**src/rtl/rst_seq_map.svh**
```systemverilog
// Timing constants for the host-side flash reset sequencer.
`ifndef RST_SEQ_MAP_SVH
`define RST_SEQ_MAP_SVH
`define CLK_PERIOD_PS 5000
`define SUPPLY_SETTLE_US 300
`define RECOVERY_US 35
`define PULSE_NS 200
`define RELEASE_NS 50
`define SLEEP_MAX_US 8
`define SUPPLY_SETTLE_CYC ((`SUPPLY_SETTLE_US * 1000000 + `CLK_PERIOD_PS - 1) / `CLK_PERIOD_PS)
`define RECOVERY_CYC ((`RECOVERY_US * 1000000 + `CLK_PERIOD_PS - 1) / `CLK_PERIOD_PS)
`define PULSE_CYC ((`PULSE_NS * 1000 + `CLK_PERIOD_PS - 1) / `CLK_PERIOD_PS)
`define RELEASE_CYC ((`RELEASE_NS * 1000 + `CLK_PERIOD_PS - 1) / `CLK_PERIOD_PS)
`define SLEEP_CYC ((`SLEEP_MAX_US * 1000000) / `CLK_PERIOD_PS)
`endif

```
**src/rtl/rst_seq_pkg.sv**
```systemverilog
// Types for the host-side flash reset sequencer.
`default_nettype none
package rst_seq_pkg;
    typedef enum logic [2:0] {
        ST_POWER,
        ST_PULSE,
        ST_RECOVER,
        ST_RELEASE,
        ST_READY
    } phase_type;
    typedef struct packed {
        phase_type phase;
        logic [31:0] count;
        logic restart_n;
        logic select_n;
        logic ready;
        logic warm;
        logic [31:0] idle;
        logic asleep;
    } state_type;
endpackage
`default_nettype wire

```
**src/rtl/flash_reset_host.sv**
```systemverilog
// Host controller that sequences cold and warm restart of a parallel flash.
`include "rst_seq_map.svh"
`default_nettype none
module flash_reset_host
    import rst_seq_pkg::*;
#(
    parameter int SETTLE_CYC = `SUPPLY_SETTLE_CYC,
    parameter int RECOVER_CYC = `RECOVERY_CYC
)(
    input wire logic CLK,
    input wire logic RESET_N,
    input wire logic SUPPLY_GOOD,
    input wire logic WARM_REQ,
    input wire logic DONE_FLAG_N,
    input wire logic ADDR_CHANGE,
    output logic WARM_RESTART_OUT_N,
    output logic CHIP_SELECT_N,
    output logic DEVICE_READY,
    output logic DEVICE_ASLEEP
);
    localparam int PULSE_CYC = `PULSE_CYC;
    localparam int RELEASE_CYC = `RELEASE_CYC;
    localparam int SLEEP_CYC = `SLEEP_CYC;

    // The pulse alone never reaches the recovery time, so recovery is waited explicitly.
    // This check runs at elaboration, so a bad parameter set never reaches simulation.
    if (SETTLE_CYC < 1 || RECOVER_CYC <= PULSE_CYC)
    begin
        $error("flash_reset_host: timing parameters out of range.");
    end

    state_type s_q, s_d;

    // Next-state logic for the whole sequencer.
    always_comb
    begin
        s_d = s_q;
        s_d.count = s_q.count + 32'h1;
        unique case (s_q.phase)
            ST_POWER:
            begin
                // Restart held low through the settle time; the device ignores it meanwhile.
                s_d.restart_n = 1'b0;
                s_d.select_n = 1'b1;
                if (!SUPPLY_GOOD)
                    s_d.count = 32'h0;
                else if (s_q.count >= 32'(SETTLE_CYC - 1))
                begin
                    // Recovery restarts from the settle end since restart stayed low.
                    s_d.phase = ST_RECOVER;
                    s_d.count = 32'h0;
                end
            end
            ST_PULSE:
            begin
                s_d.restart_n = 1'b0;
                if (s_q.count >= 32'(PULSE_CYC - 1))
                begin
                    s_d.phase = ST_RECOVER;
                    s_d.count = 32'(PULSE_CYC);
                end
            end
            ST_RECOVER:
            begin
                // A busy device keeps us here, so a held restart never ends early.
                if (s_q.count >= 32'(RECOVER_CYC - 1) && DONE_FLAG_N)
                begin
                    s_d.phase = ST_RELEASE;
                    s_d.restart_n = 1'b1;
                    s_d.count = 32'h0;
                end
            end
            ST_RELEASE:
            begin
                if (s_q.count >= 32'(RELEASE_CYC - 1))
                begin
                    s_d.phase = ST_READY;
                    s_d.select_n = 1'b0;
                    s_d.ready = 1'b1;
                    s_d.warm = 1'b1;
                    s_d.idle = 32'h0;
                end
            end
            ST_READY:
            begin
                // Select stays low so the device fetches the current address after restart.
                if (!SUPPLY_GOOD)
                begin
                    s_d.phase = ST_POWER;
                    s_d.count = 32'h0;
                    // Pins take their power-up levels at once, never select low in restart.
                    s_d.restart_n = 1'b0;
                    s_d.select_n = 1'b1;
                    s_d.ready = 1'b0;
                    s_d.warm = 1'b0;
                end
                else if (WARM_REQ)
                begin
                    s_d.phase = ST_PULSE;
                    s_d.count = 32'h0;
                    s_d.ready = 1'b0;
                    s_d.restart_n = 1'b0;
                end
            end
        endcase
        // Track address stability for the automatic sleep indication.
        if (s_q.phase != ST_READY || ADDR_CHANGE)
        begin
            s_d.idle = 32'h0;
            s_d.asleep = 1'b0;
        end
        else if (s_q.idle >= 32'(SLEEP_CYC - 1))
            s_d.asleep = 1'b1;
        else
            s_d.idle = s_q.idle + 32'h1;
    end

    // State register with synchronous reset.
    always_ff @(posedge CLK)
    begin
        if (!RESET_N)
        begin
            s_q.phase <= ST_POWER;
            s_q.count <= 32'h0;
            s_q.restart_n <= 1'b0;
            s_q.select_n <= 1'b1;
            s_q.ready <= 1'b0;
            s_q.warm <= 1'b0;
            s_q.idle <= 32'h0;
            s_q.asleep <= 1'b0;
        end
        else
            s_q <= s_d;
    end

    assign WARM_RESTART_OUT_N = s_q.restart_n;
    assign CHIP_SELECT_N = s_q.select_n;
    assign DEVICE_READY = s_q.ready;
    assign DEVICE_ASLEEP = s_q.asleep;

    // Select never falls unless restart was high the cycle before.
    property p_release;
        @(posedge CLK) disable iff (!RESET_N)
        $fell(s_q.select_n) |-> $past(s_q.restart_n);
    endproperty
    release_gap_a: assert property (p_release) else $error("Select fell without release time.");

    pulse_width_a: assert property (@(posedge CLK) disable iff (!RESET_N)
        $fell(s_q.restart_n) && s_q.phase == ST_PULSE |-> !s_q.restart_n [*8])
        else $error("Restart pulse too short.");

    select_high_a: assert property (@(posedge CLK) disable iff (!RESET_N)
        !s_q.restart_n && !s_q.warm |-> s_q.select_n)
        else $error("Select low during restart.");

    ready_select_a: assert property (@(posedge CLK) disable iff (!RESET_N)
        s_q.ready |-> !s_q.select_n && s_q.restart_n)
        else $error("Ready without released pins.");

    sleep_ready_a: assert property (@(posedge CLK) disable iff (!RESET_N)
        s_q.asleep |-> s_q.phase == ST_READY)
        else $error("Sleep outside ready.");

    supply_drop_a: assert property (@(posedge CLK) disable iff (!RESET_N)
        !SUPPLY_GOOD && s_q.phase == ST_POWER |=> s_q.count == 32'h0)
        else $error("Settle count not restarted.");

    recover_hold_a: assert property (@(posedge CLK) disable iff (!RESET_N)
        s_q.phase == ST_RECOVER && !DONE_FLAG_N |=> s_q.phase == ST_RECOVER)
        else $error("Left recovery while busy.");

    warm_entry_a: assert property (@(posedge CLK) disable iff (!RESET_N)
        s_q.phase == ST_READY && SUPPLY_GOOD && WARM_REQ |=> !s_q.restart_n && !s_q.ready)
        else $error("Warm restart not started.");

    // Power-up holds restart low and select high while the device loads itself.
    cold_hold_a: assert property (@(posedge CLK) disable iff (!RESET_N)
        s_q.phase == ST_POWER |-> !s_q.restart_n && s_q.select_n)
        else $error("Pins not at power-up levels.");

    // Supply loss in ready sends the sequencer back to a full cold start.
    ready_supply_a: assert property (@(posedge CLK) disable iff (!RESET_N)
        s_q.phase == ST_READY && !SUPPLY_GOOD |=> s_q.phase == ST_POWER && !s_q.ready)
        else $error("Supply loss not handled.");

    // Recovery done and device idle releases the restart pin on the next edge.
    release_done_a: assert property (@(posedge CLK) disable iff (!RESET_N)
        s_q.phase == ST_RECOVER && s_q.count >= 32'(RECOVER_CYC - 1) && DONE_FLAG_N
        |=> s_q.restart_n)
        else $error("Restart not released.");

    // An address change always wakes the sleep indication.
    sleep_wake_a: assert property (@(posedge CLK) disable iff (!RESET_N)
        ADDR_CHANGE |=> !s_q.asleep)
        else $error("Sleep kept after address change.");

    // The restart pin is low for every cycle of the pulse phase.
    pulse_low_a: assert property (@(posedge CLK) disable iff (!RESET_N)
        s_q.phase == ST_PULSE |-> !s_q.restart_n)
        else $error("Restart high during pulse.");
endmodule
`default_nettype wire

```
**config.mk**
```make
export PLATFORM = sky130hd
export DESIGN_NAME = flash_reset_host
export DESIGN_NICKNAME = d
export VERILOG_FILES = /design/src/rtl/rst_seq_pkg.sv /design/src/rtl/flash_reset_host.sv
export VERILOG_INCLUDE_DIRS = /design/src /design/src/rtl
export SDC_FILE = /design/constraint.sdc
export NUM_CORES = 1
export LEC_CHECK = 0
export BUFFER_PORTS_ARGS = -buffer_cell sky130_fd_sc_hd__clkbuf_2
export CAP_MARGIN = 20
export CORE_UTILIZATION = 61
export CTS_CLUSTER_DIAMETER = 200
export CTS_CLUSTER_SIZE = 16
export DETAILED_ROUTE_END_ITERATION = 7
export PLACE_DENSITY = 0.82
export SLEW_MARGIN = 10
export SYNTH_ARGS = -nofsm -noshare
export SYNTH_HDL_FRONTEND = slang
export SYNTH_SLANG_ARGS = --single-unit
export TNS_END_PERCENT = 50
```
**constraint.sdc**
```tcl
create_clock -name CLK -period 2.5 [get_ports CLK]
set_input_delay 0.5 -clock CLK [delete_from_list [all_inputs] [get_ports CLK]]
set_output_delay 0.5 -clock CLK [all_outputs]
set_load 0.05 [all_outputs]
```
## Yosys cells after proc, flatten, opt, wreduce, memory -nomap -nowiden

Index checks and enable logic that the tools add are counted.

- Reduce and logical (&&, ||, !) cells: 12
- Equality and inequality tests: 14
- Bitwise operators: 1
- Shift operators: 0
- Multiplexer cells: 19
- Divide/modulo/power cells: 0
- Add/subtract/negate cells: 2
- $lt $le $gt $ge: 5
- Multiply operators: 0

Operators with widths:

| operator | count |
|---|---|
| 33-bit case mux with 4 select lines | 1 |
| 36-bit two-way mux | 3 |
| 35-bit two-way mux | 3 |
| 32-bit two-way mux | 3 |
| 32-bit by 1-bit adder with 32-bit output, second input constant | 2 |
| 32-bit by 11-bit greater-or-equal comparator with 1-bit output, second input constant | 1 |
| 32-bit by 13-bit greater-or-equal comparator with 1-bit output, second input constant | 1 |
| 32-bit by 16-bit greater-or-equal comparator with 1-bit output, second input constant | 1 |
| 32-bit by 4-bit greater-or-equal comparator with 1-bit output, second input constant | 1 |
| 32-bit by 6-bit greater-or-equal comparator with 1-bit output, second input constant | 1 |
| 3-bit case mux with 5 select lines | 1 |
| 2-bit != test, second input constant | 7 |
| 3-bit AND reduction | 3 |
| 3-bit by 2-bit equality test with 1-bit output, second input constant | 2 |
| 3-bit two-way mux | 2 |
| 3-bit != test, second input constant | 2 |
| 6-bit AND reduction | 1 |
| 1-bit two-way mux | 4 |
| 2-bit case mux with 2 select lines | 1 |
| 4-bit nonzero test | 1 |
| 3-bit by 1-bit equality test with 1-bit output, second input constant | 1 |
| 3-bit equality test, second input constant | 1 |
| 3-bit zero test | 1 |
| 1-bit case mux with 3 select lines | 1 |
| 8 further kinds | 8 |

- Register bits: 71
- Latch bits: 0
- Bits of input ports: 6
- Memory bits (writable): 0
- ROM bits: 0
- Logic and storage cells: 60
- Output and inout port bits: 4
- Memories: 0

## Depth between registers and ports, before layout

- Depth in word-level cells: 4
- Mapped depth: 8
- Mapped depth without buffers: 8

## Worst setup path before layout

Ideal clock, no wire load.

- Path type: register to register
- Start point: register s_q[37] in the netlist's numbering
- End point: register s_q[39] in the netlist's numbering
- Slack: 555 ps
- Setup time: 115 ps
- Period minus slack after synthesis: 1945 ps
- Buffers on the path: 1
- Arrival: 1831 ps
- Required time: 2385 ps
- Cell stages (with the launch flop): 9
- Path through: dfxtp_1 > ha_1 > nand4_1 > o2bb2ai_1 > o211ai_1 > o32a_1 > a21o_1 > buf_6 > nor2_1

- Cells in the longest elaborated chain, start to end: 4
- Elaborated cells on any way between the ends: 12
- Classes of those cells: add/sub (1); order compare (3); mux (7); reduce/logical (1)

Ends and longest elaborated chain:

| element | line | RTL |
|---|---|---|
| start, declared | flash_reset_host.sv:32 | `state_type s_q, s_d;` |
| 32-bit by 1-bit adder with 32-bit output, or another cell as far along | flash_reset_host.sv:38 | `s_d.count = s_q.count + 32'h1;` |
| 36-bit two-way mux, or another cell as far along | flash_reset_host.sv:97 | `else if (WARM_REQ)` |
| 36-bit two-way mux, or another cell as far along | flash_reset_host.sv:87 | `if (!SUPPLY_GOOD)` |
| 33-bit case mux with 4 select lines * | flash_reset_host.sv:39 | `unique case (s_q.phase)` |

Every way passes the cells marked *; elsewhere a longest branch is shown, timed or not. The select of a mux whose other input is x is not followed.
A chain may end at the register's enable or synchronous reset.

## Worst setup path after layout

- Start point: register s_q[61] in the netlist's numbering
- End point: register s_q[43] in the netlist's numbering

- Cells in the longest elaborated chain, start to end: 4
- Elaborated cells on any way between the ends: 9
- Classes of those cells: order compare (3); mux (5); reduce/logical (1)

Ends and longest elaborated chain:

| element | line |
|---|---|
| 32-bit by 16-bit greater-or-equal comparator with 1-bit output or 32-bit by 13-bit greater-or-equal comparator with 1-bit output (tied branches) | flash_reset_host.sv:47, flash_reset_host.sv:66 |
| 35-bit two-way mux or 1-bit logical AND (tied branches) | flash_reset_host.sv:47, flash_reset_host.sv:66 |
| 32-bit two-way mux or 36-bit two-way mux (tied branches) | flash_reset_host.sv:45, flash_reset_host.sv:66 |
| 33-bit case mux with 4 select lines * | flash_reset_host.sv:39 |

Marked as above.

==> results.yml <==
status:
  outcome: "finished, final reports clean"
detailed_routing:
  avgRoutedWirePerCell_um: 12.87
  first_iter_violations: 84
  drc_errors: 0
  wirelength_mm: 5.637
  dr.pass1.iters: 4
  ant_nets: 0
  vias: 2413
  vias_per_cell: 5.509
critical_path:
  cp_slowest_cell: "o32a_1"
  slowest_delay_ns: 0.36
  cpLargestDelayFamily: "simple AND/OR/NAND/NOR gates"
  path_buf_inv: 1
  critPathMaxFanout: 14
  cp.required_ns: 2.76
  setup.worst_path.start_class: "register"
  crit_arrival_ns: 2.34
  path_cells: "nor4_1 -> and4_1 -> o211ai_1 -> o32a_1 -> a21o_1 -> buf_4 -> nor2_1"
  criticalPathCategory: "reg -> reg"
  cp-end-kind: "register"
clock_tree:
  cts-root-buf: "clkbuf_8"
  cts.sinks: 71
  clk_latency_ns: 0.34
  clockBufferDepth: 2
  cts_resized: 0
  cts_buffers: 9
  htree_levels: 3
  cts_tree: "done"
  clk_pin_slew_ns: 0.07
  post_cts_buffers: 0
  hold_buffers: 0
floorplan:
  rows: 25
  initial_core_util_pct: 65.11
  die_h_um: 73.94
  top_level_ports: 10
  coreArea_sq_um: 4848
  die_width_um: 73.94
  die-area_sq_um: 5466
sta:
  fmax_mhz: 481.1
  tns_ns: 0
  slew-limit-headroom_pct: 67.07
  hold_viol: 0
  setup_ws_ns: 0.4214
  min_period_ns: 2.079
  period_share_pct: 83.14
  worst_hold_slack_ns: 0.4370
  worst_pin_slew_ns: 0.4878
  report.final.slew_viol_count: 0
  fin_worst_skew_ns: 0.004598
  setup_viol: 0
  rsz0062_at_grt: "no"
final_layout:
  layout-drive-gt1-share_pct: 10.78
  ff_latch_area_sq_um: 1421
  layout_common_cells: "dfxtp_1 (71), nor2_1 (49), xor2_1 (24), nand2_1 (21), and2_1 (21)"
  fin_area_sq_um: 3422
  final_common_cell: "dfxtp_1"
  num_antenna_cells: 0
  multi_input_area_sq_um: 1605
  fin_nets: 377
  num-fill-cells: 387
  syn_to_final_growth_pct: 8.403
yosys:
  postSynthAreaPerCell_sq_um: 8.917
  synthTopCellsByArea: "dfxtp_1 (45%), xor2_1 (6.7%), nor2_1 (5.8%)"
  synth_warnings: 0
  syn-cell-area_sq_um: 3157
  synth_flop_cell: "dfxtp_1"
  yosys.area.top_type: "dfxtp_1"
  netlist.area_leader.share_pct: 45.03
  syn_nets: 364
  ys_types: 46
  synth_seq_cells: 71
  synth-edff-count: 0
  syn_inst: 354
  yosysSeqAreaShare_pct: 45.03
  ys_async_sr_fraction_pct: 0
hold_path:
  min_path_type: "in -> reg"
pwr:
  power_leakage_nw: 1.283
  power_density_nw_per_um2: 587.2
  vdd_drop_max_uv: 465.4
run:
  drv_cap: 0
placement:
  hpwl_mm: 3.850
  post-place-ws_ns: 0.4321
  port_buffers: 9
  gp_congestion: 0.8085
  post_dp_cell_area_sq_um: 3257
grt:
  grt_remaining_overflow: 0
  grt_usage_pct: 23.18
  grt_pass1_wl_mm: 9.604
  grt_max_degree: 22
  antenna_found_initial: 0
  grt_pass1_vias: 2254
[worst reg2reg max path: cells and delay by family (launching register included)]
family          cells  cell delay (ns)
flops               1             0.35
simple gates        3             0.75
compound gates      3             0.73
buf+inv             1             0.18
[kinds of logic (layout without fill, tap and decap cells)]
logic type / Yosys count / count (layout) / share of synthesized area (%)
AND/OR/NAND/NOR: 181 / 181 / 30.60
flip-flops: 71 / 71 / 45.03
XOR/XNOR: 39 / 39 / 10.82
AO/OA/AOI/OAI: 34 / 34 / 7.848
buffers and inverters: 25 / 42 / 4.122
adder cells (fa/ha/maj): 4 / 4 / 1.585
[worst paths after layout]
| check | start | slack [ns] | cells after the start | end |
|---|---|---|---|---|
| max | s_q[61] | 0.42 | 7 | s_q[43] |
| min | RESET_N | 0.44 | 2 | s_q[40] |
| min reg2reg | DEVICE_ASLEEP | 0.44 | 2 | DEVICE_ASLEEP |
| max reg2reg | s_q[61] | 0.42 | 7 | s_q[43] |
[through the flow]
stage	total power [W]	util, %	instances
6_report	0.002009	70.58	438
3_3_place_gp	0.001259	67.17	423
4_1_cts	0.002036	70.58	438
5_1_grt	0.002085	70.58	438
3_5_place_dp	0.001261	67.17	423
2_1_floorplan	0.001247	-	354
[flip-flops by register name, summed over array words and instances, names as in the netlist]
register            count
WARM_RESTART_OUT_N      1
CHIP_SELECT_N           1
DEVICE_ASLEEP           1
s_q                    67
DEVICE_READY            1
[synth_stat cells (5+ instances only)]
master	count
nand3_1	17
nor3_1	9
nand2b_1	5
xnor2_1	15
nor4_1	10
nor2_1	49
inv_1	8
nand4_1	16
clkbuf_1	7
nand2_1	21
and2_1	21
xor2_1	24
and3_1	12
a21oi_1	15
dfxtp_1	71
buf_2	5
[final cells by class]
type | instances | area share (%)
repair buffers | 18 | 3.291
inverters | 9 | 0.9872
clock inverters | 3 | 0.5850
multi-input cells | 258 | 46.91
well taps | 67 | 2.450
flip-flops and latches | 71 | 41.54
clock buffers | 12 | 4.241
[report_power, final]
| group | internal (W) | switching [W] |
|---|---|---|
| Combinational | 0.0000350 | 0.0000532 |
| Sequential | 0.00114 | 0.0000102 |
| Clock | 0.000380 | 0.000393 |
[layer usage]
layer | share of wire, % | vias to the layer above | global-route usage (%)
met1 | 48 | 1130 | 27.28
met4 | 1.6 | 0 | 10.90
li1 | - | 1243 | -
met5 | 0 | - | 0
met2 | 48 | 30 | 39.39
met3 | 2.5 | 10 | 6.098
No activity file was read; power rests on OpenSTA's default activity.
